[src/rtl/ssc_pkg.sv]
// Constants, field positions and types shared by the serial configuration register core.
//
// Overview of operation
// - Reset loads every register with its default.
// - Undefined bits are ignored and do nothing.
// - Bit-order bits set select LSB-first shifting.
// - Soft reset bits trigger a device soft reset.
// - Identifier address returns fixed read-only code.
// - Buffered registers change only after a commit or a soft reset.
// - Port shifts MSB first after power-up.
package ssc_pkg;

  localparam int          ADDR_W          = 13;
  localparam logic [12:0] ADDR_PORT_SETUP = 13'h0000;
  localparam logic [12:0] ADDR_PART_ID    = 13'h0001;
  localparam logic [12:0] ADDR_CFG_FIRST  = 13'h0008;
  localparam logic [12:0] ADDR_CFG_LAST   = 13'h000f;
  localparam logic [12:0] ADDR_COMMIT     = 13'h00ff;

  localparam int          CFG_COUNT       = 8;
  localparam int          CFG_IDX_W       = 3;

  localparam logic [7:0]  PORT_SETUP_RESET = 8'h18;
  localparam logic [7:0]  PORT_FIXED_MASK  = 8'h99;
  localparam logic [7:0]  PORT_FIXED_VAL   = 8'h18;
  localparam logic [7:0]  PORT_LSB_MASK    = 8'h42;
  localparam int          BIT_LSB_HI       = 6;
  localparam int          BIT_LSB_LO       = 1;
  localparam int          BIT_RST_HI       = 5;
  localparam int          BIT_RST_LO       = 2;
  localparam int          BIT_COMMIT       = 0;
  localparam logic        COMMIT_RESET     = 1'b0;

  // Reset values of the buffered channel-function registers, lowest address first.
  localparam logic [7:0]  CFG_RESET [CFG_COUNT] =
    '{8'hf0, 8'h01, 8'h00, 8'h00, 8'h04, 8'h00, 8'h00, 8'h00};

  localparam int          INST_RW_BIT  = 15;
  localparam int          INST_W_HI    = 14;
  localparam int          INST_W_LO    = 13;
  localparam logic [1:0]  W_STREAM     = 2'b11;
  localparam logic [2:0]  BIT_CNT_LAST = 3'h7;

  typedef enum logic [1:0] {
    ST_INSTR_HI,
    ST_INSTR_LO,
    ST_DATA
  } ssc_state_t;

endpackage

[src/rtl/ssc_if.sv]
// Byte-level link between the serial shifter and the register core.
`timescale 1ns/1ps
interface ssc_if;
  logic       rx_valid;
  logic [7:0] rx_byte;
  logic       frame_abort;
  logic       frame_end;
  logic       tx_load;
  logic [7:0] tx_byte;
  logic       sdo_en;
  logic       lsb_first;

  modport link (
    output rx_valid,
    output rx_byte,
    output frame_abort,
    output frame_end,
    input  tx_load,
    input  tx_byte,
    input  sdo_en,
    input  lsb_first
  );

  modport core (
    input  rx_valid,
    input  rx_byte,
    input  frame_abort,
    input  frame_end,
    output tx_load,
    output tx_byte,
    output sdo_en,
    output lsb_first
  );
endinterface

[src/rtl/ssc_core.sv]
// Configuration register core behind the serial control port.
`timescale 1ns/1ps
module ssc_core
  import ssc_pkg::*;
#(
  // Identifier value is arbitrary.
  parameter logic [7:0] P_PART_ID = 8'h5a
)
(
  input  wire logic                    i_ref_clk,    // System clock, 50 MHz.
  input  wire logic                    i_rst_n,      // Asynchronous reset, active low.
  input  wire logic                    i_sclk,       // Serial clock pin.
  input  wire logic                    i_cs_n,       // Chip select pin, active low.
  input  wire logic                    i_sdi,        // Serial data in pin.
  output logic                         o_sdo,        // Serial data out.
  output logic                         o_sdo_oe,     // High while serial data out is driven.
  output logic                         o_lsb_first,  // Current shift order, high for LSB first.
  output logic                         o_soft_reset, // One-cycle soft reset pulse.
  output logic [CFG_COUNT*8-1:0]       o_active_cfg  // Active copies of buffered registers.
);

  ssc_if bus ();

  ssc_link u_link (
    .i_ref_clk (i_ref_clk),
    .i_rst_n   (i_rst_n),
    .i_sclk    (i_sclk),
    .i_cs_n    (i_cs_n),
    .i_sdi     (i_sdi),
    .o_sdo     (o_sdo),
    .o_sdo_oe  (o_sdo_oe),
    .bus       (bus.link)
  );

  ssc_state_t             state;
  logic [7:0]             first_byte;
  logic                   is_read;
  logic                   stream;
  logic [1:0]             bytes_left;
  logic [ADDR_W-1:0]      addr;
  logic                   commit_pend;
  logic [7:0]             master [CFG_COUNT];
  logic [7:0]             active [CFG_COUNT];
  logic [CFG_COUNT*8-1:0] master_flat;
  logic [CFG_COUNT*8-1:0] default_flat;
  logic [15:0]            inst;
  logic [ADDR_W-1:0]      inst_addr;
  logic [ADDR_W-1:0]      next_addr;
  logic                   inst_done;
  logic                   wr_en;
  logic                   cfg_wr;
  logic [CFG_IDX_W-1:0]   cfg_idx;
  logic                   commit_set;
  logic                   rst_req;
  logic [7:0]             port_value;

  assign bus.lsb_first = o_lsb_first;
  assign inst      = o_lsb_first ? {bus.rx_byte, first_byte} : {first_byte, bus.rx_byte};
  assign inst_addr = inst[ADDR_W-1:0];
  assign inst_done = bus.rx_valid && (state == ST_INSTR_LO);
  // Addresses run downward in MSB-first mode and upward in LSB-first mode.
  assign next_addr = o_lsb_first ? addr + 13'h0001 : addr - 13'h0001;
  assign wr_en     = bus.rx_valid && (state == ST_DATA) && !is_read;
  assign cfg_wr    = wr_en && (addr >= ADDR_CFG_FIRST) && (addr <= ADDR_CFG_LAST);
  assign cfg_idx   = CFG_IDX_W'(addr - ADDR_CFG_FIRST);
  assign commit_set = wr_en && (addr == ADDR_COMMIT) && bus.rx_byte[BIT_COMMIT];
  assign rst_req   = wr_en && (addr == ADDR_PORT_SETUP)
                     && (bus.rx_byte[BIT_RST_HI] || bus.rx_byte[BIT_RST_LO]);
  // Soft reset bits are self-clearing, so they always read back as zero.
  assign port_value = o_lsb_first ? (PORT_SETUP_RESET | PORT_LSB_MASK) : PORT_SETUP_RESET;

  function automatic logic [7:0] reg_read(input logic [ADDR_W-1:0] a);
    logic [CFG_IDX_W-1:0] idx;
    idx = CFG_IDX_W'(a - ADDR_CFG_FIRST);
    if (a == ADDR_PORT_SETUP)
      reg_read = port_value;
    else if (a == ADDR_PART_ID)
      reg_read = P_PART_ID;
    else if (a == ADDR_COMMIT)
      reg_read = {7'h00, commit_pend};
    else if ((a >= ADDR_CFG_FIRST) && (a <= ADDR_CFG_LAST))
      reg_read = master[idx];
    else
      reg_read = 8'h00;
  endfunction

  // Frame sequencing. Chip select may rise between bytes of a short transfer without
  // losing the frame; rising mid-byte, or at the end of a stream, restarts it.
  always_ff @(posedge i_ref_clk or negedge i_rst_n)
  begin
    if (!i_rst_n)
    begin
      state      <= ST_INSTR_HI;
      first_byte <= 8'h00;
      is_read    <= 1'b0;
      stream     <= 1'b0;
      bytes_left <= 2'h0;
      addr       <= 13'h0000;
      bus.sdo_en <= 1'b0;
    end
    else if (bus.frame_abort || (bus.frame_end && stream))
    begin
      state      <= ST_INSTR_HI;
      stream     <= 1'b0;
      bus.sdo_en <= 1'b0;
    end
    else if (bus.rx_valid)
    begin
      case (state)
        ST_INSTR_HI:
        begin
          first_byte <= bus.rx_byte;
          state      <= ST_INSTR_LO;
        end
        ST_INSTR_LO:
        begin
          is_read    <= inst[INST_RW_BIT];
          stream     <= (inst[INST_W_HI:INST_W_LO] == W_STREAM);
          bytes_left <= inst[INST_W_HI:INST_W_LO];
          addr       <= inst_addr;
          bus.sdo_en <= inst[INST_RW_BIT];
          state      <= ST_DATA;
        end
        ST_DATA:
        begin
          addr <= next_addr;
          if (!stream && (bytes_left == 2'h0))
          begin
            state      <= ST_INSTR_HI;
            bus.sdo_en <= 1'b0;
          end
          else if (!stream)
          begin
            bytes_left <= bytes_left - 2'h1;
          end
        end
        default:
        begin
          state <= ST_INSTR_HI;
        end
      endcase
    end
  end

  // Read data is fetched one byte ahead, as soon as the previous byte has been taken.
  always_ff @(posedge i_ref_clk or negedge i_rst_n)
  begin
    if (!i_rst_n)
    begin
      bus.tx_load <= 1'b0;
      bus.tx_byte <= 8'h00;
    end
    else
    begin
      bus.tx_load <= 1'b0;
      if (inst_done && inst[INST_RW_BIT])
      begin
        bus.tx_load <= 1'b1;
        bus.tx_byte <= reg_read(inst_addr);
      end
      else if (bus.rx_valid && (state == ST_DATA) && is_read
               && (stream || (bytes_left != 2'h0)))
      begin
        bus.tx_load <= 1'b1;
        bus.tx_byte <= reg_read(next_addr);
      end
    end
  end

  // Port setup register: only the bit-order bits are stored, the fixed bits are constant.
  always_ff @(posedge i_ref_clk or negedge i_rst_n)
  begin
    if (!i_rst_n)
    begin
      o_lsb_first  <= 1'b0;
      o_soft_reset <= 1'b0;
    end
    else
    begin
      o_soft_reset <= rst_req;
      if (o_soft_reset)
        o_lsb_first <= 1'b0;
      else if (wr_en && (addr == ADDR_PORT_SETUP))
        o_lsb_first <= bus.rx_byte[BIT_LSB_HI] || bus.rx_byte[BIT_LSB_LO];
    end
  end

  // A new commit request wins over the clear that ends the previous copy.
  always_ff @(posedge i_ref_clk or negedge i_rst_n)
  begin
    if (!i_rst_n)
      commit_pend <= COMMIT_RESET;
    else if (o_soft_reset)
      commit_pend <= COMMIT_RESET;
    else
      commit_pend <= commit_set;
  end

  for (genvar g = 0; g < CFG_COUNT; g++)
  begin : g_cfg
    always_ff @(posedge i_ref_clk or negedge i_rst_n)
    begin
      if (!i_rst_n)
      begin
        master[g] <= CFG_RESET[g];
        active[g] <= CFG_RESET[g];
      end
      else if (o_soft_reset)
      begin
        master[g] <= CFG_RESET[g];
        active[g] <= CFG_RESET[g];
      end
      else
      begin
        if (cfg_wr && (cfg_idx == CFG_IDX_W'(g)))
          master[g] <= bus.rx_byte;
        if (commit_pend)
          active[g] <= master[g];
      end
    end
    assign o_active_cfg[g*8 +: 8] = active[g];
    assign master_flat[g*8 +: 8]  = master[g];
    assign default_flat[g*8 +: 8] = CFG_RESET[g];
  end
endmodule

[src/rtl/ssc_link.sv]
// Serial pin shifter: synchronises the port pins and moves whole bytes in and out.
`timescale 1ns/1ps
module ssc_link
  import ssc_pkg::*;
(
  input  wire logic i_ref_clk, // System clock.
  input  wire logic i_rst_n,   // Asynchronous reset, active low.
  input  wire logic i_sclk,    // Serial clock pin.
  input  wire logic i_cs_n,    // Chip select pin, active low.
  input  wire logic i_sdi,     // Serial data in pin.
  output logic      o_sdo,     // Serial data out.
  output logic      o_sdo_oe,  // Output enable for serial data out.
  ssc_if.link       bus        // Byte link to the core.
);

  logic [2:0] sclk_q;
  logic [2:0] cs_q;
  logic [1:0] sdi_q;
  logic [2:0] bit_cnt;
  logic [7:0] sh_in;
  logic [7:0] next_in;
  logic [7:0] tx_sh;
  logic       sclk_rise;
  logic       sclk_fall;
  logic       cs_active;
  logic       cs_rise;

  // Stage 0 feeds only stage 1; edges are found between stages 1 and 2.
  always_ff @(posedge i_ref_clk or negedge i_rst_n)
  begin
    if (!i_rst_n)
    begin
      sclk_q <= 3'h0;
      cs_q   <= 3'h7;
      sdi_q  <= 2'h0;
    end
    else
    begin
      sclk_q <= {sclk_q[1:0], i_sclk};
      cs_q   <= {cs_q[1:0], i_cs_n};
      sdi_q  <= {sdi_q[0], i_sdi};
    end
  end

  assign sclk_rise = sclk_q[1] & ~sclk_q[2];
  assign sclk_fall = ~sclk_q[1] & sclk_q[2];
  assign cs_active = ~cs_q[1];
  assign cs_rise   = cs_q[1] & ~cs_q[2];
  assign next_in   = bus.lsb_first ? {sdi_q[1], sh_in[7:1]} : {sh_in[6:0], sdi_q[1]};

  always_ff @(posedge i_ref_clk or negedge i_rst_n)
  begin
    if (!i_rst_n)
    begin
      bit_cnt     <= 3'h0;
      sh_in       <= 8'h00;
      bus.rx_valid    <= 1'b0;
      bus.rx_byte     <= 8'h00;
      bus.frame_abort <= 1'b0;
      bus.frame_end   <= 1'b0;
    end
    else
    begin
      bus.rx_valid    <= 1'b0;
      bus.frame_abort <= cs_rise && (bit_cnt != 3'h0);
      bus.frame_end   <= cs_rise && (bit_cnt == 3'h0);
      if (!cs_active)
      begin
        bit_cnt <= 3'h0;
      end
      else if (sclk_rise)
      begin
        sh_in   <= next_in;
        bit_cnt <= bit_cnt + 3'h1;
        if (bit_cnt == BIT_CNT_LAST)
        begin
          bus.rx_valid <= 1'b1;
          bus.rx_byte  <= next_in;
        end
      end
    end
  end

  // Read data leaves on falling edges so the host can sample it on the next rising edge.
  always_ff @(posedge i_ref_clk or negedge i_rst_n)
  begin
    if (!i_rst_n)
    begin
      tx_sh    <= 8'h00;
      o_sdo    <= 1'b0;
      o_sdo_oe <= 1'b0;
    end
    else
    begin
      o_sdo_oe <= cs_active && bus.sdo_en;
      if (bus.tx_load)
      begin
        tx_sh <= bus.tx_byte;
      end
      else if (sclk_fall && cs_active && bus.sdo_en)
      begin
        o_sdo <= bus.lsb_first ? tx_sh[0] : tx_sh[7];
        tx_sh <= bus.lsb_first ? {1'b0, tx_sh[7:1]} : {tx_sh[6:0], 1'b0};
      end
    end
  end

endmodule

[config.mk]
export PLATFORM = sky130hd
export DESIGN_NAME = ssc_core
export DESIGN_NICKNAME = d
export VERILOG_FILES = /design/src/rtl/ssc_pkg.sv /design/src/rtl/ssc_if.sv /design/src/rtl/ssc_core.sv /design/src/rtl/ssc_link.sv
export SDC_FILE = /design/constraint.sdc
export NUM_CORES = 1
export LEC_CHECK = 0
export ABC_CLOCK_PERIOD_IN_PS = 3900
export BUFFER_PORTS_ARGS = -buffer_cell sky130_fd_sc_hd__buf_2
export CAP_MARGIN = 20
export CORE_UTILIZATION = 33
export CTS_CLUSTER_DIAMETER = 40
export DETAILED_ROUTE_END_ITERATION = 10
export GPL_ROUTABILITY_DRIVEN = 1
export GPL_TIMING_DRIVEN = 1
export SETUP_SLACK_MARGIN = 0.2
export SYNTH_ARGS = -nofsm -noshare
export SYNTH_HDL_FRONTEND = slang
export SYNTH_SLANG_ARGS = --single-unit
[constraint.sdc]
create_clock -name i_ref_clk -period 3.9 [get_ports i_ref_clk]
set_input_delay 0.195 -clock i_ref_clk [delete_from_list [all_inputs] [get_ports i_ref_clk]]
set_output_delay 0.195 -clock i_ref_clk [all_outputs]
set_load 0.03 [all_outputs]
==> results_dict.tcl, run 1 <==
set metrics [dict create \
    numClockSinks 208 \
    critical_path.cell_chain "inv_1 > ha_1 > a21oi_1 > o211ai_1 > a221oi_1 > nand3_1 > nor4_1 > nand2_1 > o31ai_1" \
    syn_area_per_cell_um2 10.38 \
    finalWirelength_mm 30.15 \
    grt_max_degree 110 \
    io_pins 73 \
    final.setup.worst_slack_ns 0.6191 \
    synth_cells 1071 \
    synth.cells.most_frequent "193 x dfrtp_1, 183 x mux2i_1, 171 x nor2_1" \
    vdd.ir_drop.worst_mv 0.2828 \
    nNetsFinal 1164 \
    tritoncts "done" \
    crit_arrival_ns 3.68 \
    tritoncts.num_buffers 36 \
    finalClockSkew_ns 0.02313 \
    hold_path.class "in -> reg" \
    num_antenna_cells 0 \
    start_util_pct 33.84 \
    grt_pass1_wl_mm 47.74 \
    core_um2 32870 \
    crit_path_max_fo 16 \
    async_reset_ff_share_pct 100.0 \
    power_density_relative_to_cell_area_nw_per_um2 425.6 \
    synth_largest_area_cell "dfrtp_1" \
    grt_pass1_vias 8207 \
    slew_violations 0 \
    yosys.cell_count.top_type "dfrtp_1" \
    worst_slew_pin_slew_ns 1.011 \
    setup_violations 0 \
    synthesis.area_um2 11120 \
    cts_hold_buf 4 \
    core.rowCount 66 \
    root_buffer "clkbuf_16" \
    drive_gt1_share_pct 19.26 \
    antenna_left 0 \
    die_width_um 185.6 \
    crit_required_ns 4.30 \
    numPortBuffers 72 \
    die_y_um 185.6 \
    detailroute.via_count 8417 \
    yosysWarnings 0 \
    drt-wirelength-per-cell_um 18.79 \
    distinct_cell_type_count_of_the_synthesized_netlist 73 \
    total_drc_errors_in_the_routed_layout 0 \
    pre_cts_slack_ns 0.6733 \
    design.die.area_um2 34440 \
    cts_buffer_depth 3 \
    setup_total_negative_slack_ns 0 \
    ff2ff_setup_slack_ns 0.62 \
    area_growth_pct 19.04 \
    achievable-frequency_mhz 304.8 \
    mappedNetlistNets 1099 \
    vias_per_cell 5.244 \
    seq_area_frac_synth_pct 46.97 \
    ys_top_cells_by_area "dfrtp_1 43%, mux2i_1 16%, nor2_1 5.8%" \
    cts_post_setup_buffers_inserted 0 \
    cts_htree_levels 2 \
    dr.first_iter.drc_count 513 \
    grt_antenna_before_repair 0 \
    clk_transition_reported_paths_ns 0.05 \
    cpMaxStageDelayCell "nor4_1" \
    gp_congestion 0.9160 \
    clock_latency_late_sink_ns 0.52 \
    fin_crit_sh_pct 84.12 \
    synth_edf_count 0 \
    grt_setup_unrepaired "no" \
    dominantRegCellSynth "dfrtp_1" \
    total_leakage_power_nw 6.326 \
    critical_path.max_stage_delay_ns 0.60 \
    hpwl_mm 20.56 \
    layout.core_utilization_pct 40.28 \
    cp-end-kind "flip-flop" \
    startpoint_type_of_the_worst_setup_path "flip-flop" \
    cap_violations 0 \
    yosys_register_bits 208 \
    grt.total_usage_pct 17.90 \
    detailedRoute.firstPassIterationCount 5 \
    postCtsResizedCells 0 \
    final_hold_viol_count 0 \
    run_status "completed" \
    timing.max_slew.rel_slack_pct 32.62 \
    gr-total-overflow 0 \
    yosysTopAreaCellShare_pct 43.43 \
    crit_type "reg -> reg" \
    period_minus_slack_ns 3.281 \
]
layout make-up:
class,count,area (um2)
sequential,208,5233
timing repair buffer,96,571.8
inverter,18,67.56
clock inverter,22,291.5
multi-input combinational,776,5522
fill,3257,19630
clock buffer,43,999.7
tap,442,553.0
critical path: cells and delay by family (launching register included):
family | cells | cell delay, ns
adders and majority gates | 1 | 0.42
buffers and inverters | 1 | 0.46
DFF | 1 | 0.40
and+or+nand+nor | 3 | 0.96
AOI/OAI and AO/OA | 4 | 0.92
placed cells by master, fill, tap and decap left out, types with 8 or more instances in the layout:
cell       instances
o21ai_0           37
and3_1            10
nor2b_1           11
buf_2             71
mux2i_1          182
mux4_2            16
buf_4             19
mux2_2            16
and2_1             9
a211oi_1           8
nand3_1           20
clkbuf_16         38
nand2_1           85
ha_1              22
nor2_1           171
dfrtp_1          190
inv_1             17
a21oi_1           58
dfstp_2           15
a211o_1           12
nor4_1             8
stage by stage:
stage | power [W] | cell area, um2 | std cells | hold slack (ns)
after floorplan | 0.002278 | 11120 | 1071 | -0.1006
after global placement | 0.002341 | 11910 | 1536 | 0.3017
after detailed placement | 0.002344 | 11910 | 1536 | 0.3042
after CTS | 0.005702 | 13240 | 1605 | 0.3157
after global routing | 0.005807 | 13240 | 1605 | 0.3374
final | 0.005634 | 13240 | 1605 | 0.3298
metal layers:
| layer | up-vias | GRT usage, % | part of all wire, % |
|---|---|---|---|
| met5 | - | 0 | 0 |
| met4 | 0 | 6.066 | 2.6 |
| met3 | 49 | 2.817 | 5.1 |
| met2 | 253 | 28.63 | 47 |
| met1 | 4161 | 24.61 | 46 |
| li1 | 3954 | - | - |
power by group:
part            total, W  internal [W]  switching, W  leakage (nW)
combinational  0.0000983     0.0000288     0.0000694          2.90
clock            0.00333       0.00219       0.00114         0.619
sequential       0.00221       0.00219     0.0000184          2.81
total            0.00563       0.00441       0.00123          6.33
sequential cells by signal (all words and copies together), names as in the netlist, 8 cells and up:
| signal | flops |
|---|---|
| master | 64 |
| u_link.sh_in | 8 |
| u_link.tx_sh | 8 |
| bus.tx_byte | 8 |
| u_link.bus.rx_byte | 8 |
| addr | 13 |
| o_active_cfg | 64 |
| first_byte | 8 |
cells by family (layout without fill, tap and decap cells):
logic type      Yosys count  after routing  share of synthesized area [%]
buf+inv                  87            179                          3.409
flops                   208            208                          46.97
simple gates            362            362                          15.27
compound gates          167            167                          9.530
xor+xnor                  9              9                         0.8326
mux                     215            215                          21.33
fa+ha+maj                23             23                          2.655
worst paths after layout:
check                                start                end  depth (start not counted)
setup reg to reg               o_lsb_first     bus.tx_byte[1]                          9
min in group asynchronous          i_rst_n  u_link.bit_cnt[1]                          2
max in group asynchronous          i_rst_n    o_active_cfg[8]                          3
setup / recovery               o_lsb_first     bus.tx_byte[1]                          9
hold reg to reg            u_link.sdi_q[0]    u_link.sdi_q[1]                          0
hold / removal                      i_sclk   u_link.sclk_q[0]                          2
Note: power is estimated with default switching activity, not from simulation.
==> run 2, diff against run 1 <==
--- a/config.mk
+++ b/config.mk
@@ -5,7 +5,7 @@
 export SDC_FILE = /design/constraint.sdc
 export NUM_CORES = 1
 export LEC_CHECK = 0
-export ABC_CLOCK_PERIOD_IN_PS = 3900
+export ABC_CLOCK_PERIOD_IN_PS = 2800
 export BUFFER_PORTS_ARGS = -buffer_cell sky130_fd_sc_hd__buf_2
 export CAP_MARGIN = 20
 export CORE_UTILIZATION = 33
==> constraint.sdc (replaced) <==
create_clock -name i_ref_clk -period 2.8 [get_ports i_ref_clk]
set_input_delay 0.14 -clock i_ref_clk [delete_from_list [all_inputs] [get_ports i_ref_clk]]
set_output_delay 0.14 -clock i_ref_clk [all_outputs]
set_load 0.03 [all_outputs]
==> run 2 against run 1 <==
Against the previous run:
- setup slack got worse by 0.53 ns
- sequential power up 39%
- clock skew shrank 0.0022 ns
- design area rose by 4.5%
- flip-flop and latch count did not move
==> results_dict.tcl, run 2 (synthesized netlist as in run 1, its figures left out) <==
set metrics [dict create \
    run_status "completed" \
    tritoncts.num_buffers 35 \
    grt.total_usage_pct 18.33 \
    grt_pass1_vias 8576 \
    final.setup.worst_slack_ns 0.08544 \
    cts_buffer_depth 3 \
    slew_violations 0 \
    core.rowCount 66 \
    worst_slew_pin_slew_ns 0.6441 \
    numClockSinks 208 \
    total_leakage_power_nw 6.601 \
    vias_per_cell 5.231 \
    mostFrequentLayoutCells "190 x dfrtp_1, 182 x mux2i_1, 171 x nor2_1, 83 x nand2_1, 71 x buf_2" \
    drive_gt1_share_pct 25.47 \
    gr-total-overflow 0 \
    clock_latency_late_sink_ns 0.51 \
    use_met1_pct 25.03 \
    terminus_of_the_critical_flop_to_flop_path "bus.tx_byte[4]" \
    detailroute.via_count 8657 \
    grt_setup_unrepaired "yes" \
    fin_crit_sh_pct 96.95 \
    nNetsFinal 1214 \
    crit_path_max_fo 41 \
    final_common_cell "dfrtp_1" \
    met2_grt_util_pct 30.02 \
    detailedRoute.firstPassIterationCount 5 \
    crit_type "reg -> reg" \
    power.share.switching_pct 23.53 \
    die_width_um 185.6 \
    start_util_pct 33.84 \
    grt_busiest_layer "met2" \
    finalWirelength_mm 30.85 \
    finalClockSkew_ns 0.02094 \
    gp_congestion 0.8989 \
    cp-end-kind "flip-flop" \
    tritoncts "done" \
    dr.first_iter.drc_count 634 \
    area_growth_pct 24.35 \
    final_hold_viol_count 0 \
    num_antenna_cells 0 \
    clk_transition_reported_paths_ns 0.06 \
    cts_htree_levels 2 \
    worst_r2r_path_depth 9 \
    p_comb_share_pct 1.9 \
    grt_pass1_wl_mm 49.13 \
    clock_network_fraction_of_design_power_pct 56.5 \
    timing.max_slew.rel_slack_pct 57.06 \
    core_um2 32870 \
    layout.core_utilization_pct 42.07 \
    root_buffer "clkbuf_16" \
    cap_violations 0 \
    grt_antenna_before_repair 0 \
    io_pins 73 \
    setup_violations 0 \
    numPortBuffers 72 \
    total_drc_errors_in_the_routed_layout 0 \
    hold_path.class "in -> async" \
    hpwl_mm 21.53 \
    vdd.ir_drop.worst_mv 0.4894 \
    period_minus_slack_ns 2.715 \
    achievable-frequency_mhz 368.4 \
    p_switching_w 0.001742 \
    crit_arrival_ns 3.12 \
    groute.layer.met3.usage_pct 2.837 \
    ff2ff_setup_slack_ns 0.09 \
    power_density_relative_to_cell_area_nw_per_um2 535.3 \
    startpoint_type_of_the_worst_setup_path "flip-flop" \
    p_seq_share_pct 41.5 \
    p_int_w 0.005660 \
    pre_cts_slack_ns -0.05942 \
    die_y_um 185.6 \
    crit_required_ns 3.21 \
    drt-wirelength-per-cell_um 18.64 \
    design.die.area_um2 34440 \
    r2r-start "o_lsb_first" \
    antenna_left 0 \
    grt_max_degree 94 \
]
run 2: worst max-delay path by stage:
stage                     start  slack [ns]             end
finish              o_lsb_first        0.09  bus.tx_byte[4]
CTS                 o_lsb_first        0.11  bus.tx_byte[4]
floorplan           o_lsb_first       -0.23  bus.tx_byte[6]
detailed placement  o_lsb_first       -0.06  bus.tx_byte[4]
global placement    o_lsb_first        0.04  bus.tx_byte[4]
global route        o_lsb_first       -0.03  bus.tx_byte[4]
run 2: per-layer routing:
metal  vias up  wire length [um]
li1       4067                 -
met1      4336             14130
met2       208             14700
met3        46              1360
met4         0               656
met5         -                 0
run 2: per-stage QoR:
step | instance area [um2] | hold WS, ns | setup TNS (ns) | power [W] | std cells
5_1_grt | 13830 | 0.2757 | -0.07743 | 0.007656 | 1655
6_report | 13830 | 0.2244 | 0 | 0.007402 | 1655
3_3_place_gp | 12420 | 0.2226 | 0 | 0.003268 | 1577
4_1_cts | 13750 | 0.2546 | 0 | 0.007497 | 1653
2_1_floorplan | 11290 | -0.1556 | -1.615 | 0.003173 | 1071
3_5_place_dp | 12420 | 0.2249 | -0.05942 | 0.003272 | 1577
run 2: cell type report:
type | instances | area (um2)
Fill cell | 3240 | 19040
Clock inverter | 24 | 224.0
Timing Repair Buffer | 147 | 1041
Clock buffer | 40 | 935.9
Sequential cell | 208 | 5233
Inverter | 18 | 71.32
Tap cell | 442 | 553.0
Multi-Input combinational cell | 776 | 5771
run 2: worst max-delay path, cell delays in order, from the launching register on:
cell	delay [ns]
dfrtp_2	0.40
buf_8	0.33
mux2_2	0.49
buf_12	0.19
mux2i_1	0.12
mux2i_1	0.21
mux2i_1	0.14
o21ai_0	0.35
nand2_1	0.12
o31ai_1	0.24
run 2: power by group through the flow:
stage | clock [W] | sequential [W] | combinational (W)
3_3_place_gp | 0 | 0.00312 | 0.000143
4_1_cts | 0.00427 | 0.00307 | 0.000151
2_1_floorplan | 0 | 0.00312 | 0.0000546
5_1_grt | 0.00441 | 0.00308 | 0.000169
6_report | 0.00418 | 0.00307 | 0.000144
3_5_place_dp | 0 | 0.00313 | 0.000146
run 2: repair_timing:
action,in CTS,in global routing
hold buffers,4,0
setup endpoints to repair,8,16
setup buffers,8,2
hold endpoints to repair,67,0
pin swaps,13,5
gates resized for setup,15,11
==> run 3, diff against run 2 <==
--- a/config.mk
+++ b/config.mk
@@ -16,4 +16,5 @@
 export SETUP_SLACK_MARGIN = 0.2
 export SYNTH_ARGS = -nofsm -noshare
 export SYNTH_HDL_FRONTEND = slang
+export SYNTH_HIERARCHICAL = 1
 export SYNTH_SLANG_ARGS = --single-unit
==> run 3 against run 2 <==
Against the previous run:
- total power rose by 1.6%
- synthesized cell count is 3.2% lower
- critical path depth increased by 1
- sequential share of layout area up 0.62 points
- critical path type unchanged
- area after synthesis shrank 0.71%
==> results_dict.tcl, run 3 <==
set metrics [dict create \
    final_common_cell "dfrtp_1" \
    drive_gt1_share_pct 24.57 \
    grt_pass1_wl_mm 47.85 \
    dr.first_iter.drc_count 501 \
    fin_crit_sh_pct 95.47 \
    cp-end-kind "flip-flop" \
    period_minus_slack_ns 2.673 \
    crit_type "reg -> reg" \
    tritoncts.num_buffers 35 \
    grt_pass1_vias 8231 \
    numPortBuffers 72 \
    tritoncts "done" \
    timing.max_slew.rel_slack_pct 38.53 \
    drt-wirelength-per-cell_um 18.83 \
    hold_path.class "in -> async" \
    synth_largest_area_cell "dfrtp_1" \
    yosys.cell_count.top_type "dfrtp_1" \
    seq_area_frac_synth_pct 47.31 \
    final_hold_viol_count 0 \
    worst_slew_pin_slew_ns 0.9180 \
    crit_required_ns 3.22 \
    synthesis.area_um2 11040 \
    critical_path.max_stage_delay_ns 0.38 \
    clk_transition_reported_paths_ns 0.05 \
    io_pins 73 \
    grt_setup_unrepaired "yes" \
    crit_path_max_fo 8 \
    numClockSinks 208 \
    core.rowCount 66 \
    yosysTopAreaCellShare_pct 43.74 \
    pre_cts_slack_ns 0.01715 \
    final_cells 1602 \
    setup_violations 0 \
    hpwl_mm 20.71 \
    nNetsFinal 1163 \
    mappedNetlistNets 1066 \
    async_reset_ff_share_pct 100.0 \
    die_width_um 184.9 \
    die_y_um 184.9 \
    cpMaxStageDelayCell "dfrtp_2" \
    place.detailed.instances 1528 \
    gp_congestion 0.9050 \
    cts_buffer_depth 3 \
    distinct_cell_type_count_of_the_synthesized_netlist 70 \
    finalClockSkew_ns 0.01914 \
    total_leakage_power_nw 6.812 \
    yosys_register_bits 208 \
    antenna_left 0 \
    final.setup.worst_slack_ns 0.1269 \
    area_growth_pct 23.24 \
    finalWirelength_mm 30.16 \
    core_um2 32700 \
    synth_edf_count 0 \
    grt.total_usage_pct 18.13 \
    clock_latency_late_sink_ns 0.53 \
    num_antenna_cells 0 \
    cts_htree_levels 2 \
    run_status "completed" \
    grt_antenna_before_repair 0 \
    synth.cells.most_frequent "193 x dfrtp_1, 175 x mux2i_1, 159 x nor2_1" \
    crit_path_start "o_lsb_first" \
    slew_violations 0 \
    hold_ws_ns 0.2011 \
    filler_cell_count 3159 \
    design.die.area_um2 34200 \
    synth_cells 1037 \
    cap_violations 0 \
    layout.core_utilization_pct 41.61 \
    crit_arrival_ns 3.09 \
    detailroute.via_count 8329 \
    detailedRoute.firstPassIterationCount 5 \
    ys_top_cells_by_area "dfrtp_1 44%, mux2i_1 16%, nor2_1 5.4%" \
    syn_area_per_cell_um2 10.65 \
    r2r-start "o_lsb_first" \
    yosysWarnings 6 \
    vdd.ir_drop.worst_mv 0.4011 \
    root_buffer "clkbuf_16" \
    start_util_pct 33.77 \
    gr-total-overflow 0 \
    grt_max_degree 77 \
    dominantRegCellSynth "dfrtp_1" \
    vias_per_cell 5.199 \
    power_density_relative_to_cell_area_nw_per_um2 552.7 \
    critical_path.cell_chain "clkinvlp_4 > buf_12 > ha_4 > or2_4 > a41o_1 > a211oi_4 > o31ai_4 > xnor2_2 > nand4_4 > o311ai_4" \
    achievable-frequency_mhz 374.1 \
    startpoint_type_of_the_worst_setup_path "flip-flop" \
    mostFrequentLayoutCells "189 x dfrtp_1, 173 x mux2i_1, 158 x nor2_1, 73 x nand2_1, 71 x buf_2" \
    total_drc_errors_in_the_routed_layout 0 \
]
==> run 3: changes by cell type after synthesis, sizes merged, moves of 8 or more <==
| cell | delta |
|---|---|
| o21ai | -10 |
| nand2 | -12 |
| nor3 | +11 |
| buf | -9 |
| mux2i | -8 |
| a21oi | -18 |
| clkbuf | +13 |
| nor2 | -13 |
| nor2b | +9 |
==> run 3: repair_timing <==
| item | CTS | global route |
|---|---|---|
| resized for setup | 7 | 21 |
| endpoints found under the hold margin | 66 | 0 |
| pin swaps | 6 | 12 |
| hold buffers | 4 | 0 |
| buffers inserted | 2 | 5 |
| setup endpoints to repair | 10 | 25 |
==> run 3: kinds of logic (layout without fill, tap and decap cells) <==
family                     Yosys count  in the layout  synth area share, %
xor gates and xnor gates            14             14                1.246
DFF                                208            208                47.31
muxes                              204            204                20.52
adders and majority gates           24             24                2.788
buffers and inverters               97            220                3.989
AOI/OAI and AO/OA                  159            159                9.859
and+or+nand+nor                    331            331                14.29
==> run 3: report_power, final <==
group / switching, W / internal, W
registers: 0.0000283 / 0.00305
logic: 0.0000993 / 0.0000442
clock network: 0.00166 / 0.00264
total: 0.00178 / 0.00574
==> run 3: per-stage QoR <==
stage	area [um2]	power, W	setup TNS, ns
3_3_place_gp	12190	0.003270	0
3_5_place_dp	12190	0.003273	0
5_1_grt	13610	0.007774	0
2_1_floorplan	11130	0.003177	-0.4294
4_1_cts	13480	0.007617	0
6_report	13610	0.007521	0
==> run 3: cell type report <==
class / instances / area (um2) / area share (%)
multi-input cells: 732 / 5573 / 40.95
well taps: 442 / 553.0 / 4.064
clock buffers: 41 / 928.4 / 6.822
clock inverters: 22 / 256.5 / 1.885
inverters: 24 / 98.84 / 0.7264
flip-flops and latches: 208 / 5234 / 38.46
repair buffers: 133 / 964.7 / 7.089
==> run 3: worst paths after layout <==
check	endpoint	slack (ns)	cells past startpoint
setup / recovery	bus.tx_byte[0]	0.13	10
hold / removal	o_active_cfg[15]	0.20	2
setup reg to reg	bus.tx_byte[0]	0.13	10
hold reg to reg	u_link/cs_q[1]	0.36	0
max in group asynchronous	master[24]	1.68	3
min in group i_ref_clk	u_link/cs_q[0]	0.27	2
==> run 3: critical path, delay by kind of cell, from the launching register on <==
kind                       cells  cell delay [ns]
and+or+nand+nor                2             0.48
AOI/OAI and AO/OA              4             0.98
adders and majority gates      1             0.23
xor gates and xnor gates       1             0.26
DFF                            1             0.38
buffers and inverters          2             0.24
==> run 3: metal layers <==
layer / global-route usage [%] / part of all wire, % / up-vias / wire [um]
met2: 28.86 / 46 / 251 / 13980
met3: 3.048 / 5.1 / 68 / 1549
li1: - / - / 3897 / -
met1: 24.65 / 45 / 4113 / 13650
met4: 6.810 / 3.2 / 0 / 977
met5: 0 / 0 / - / 0
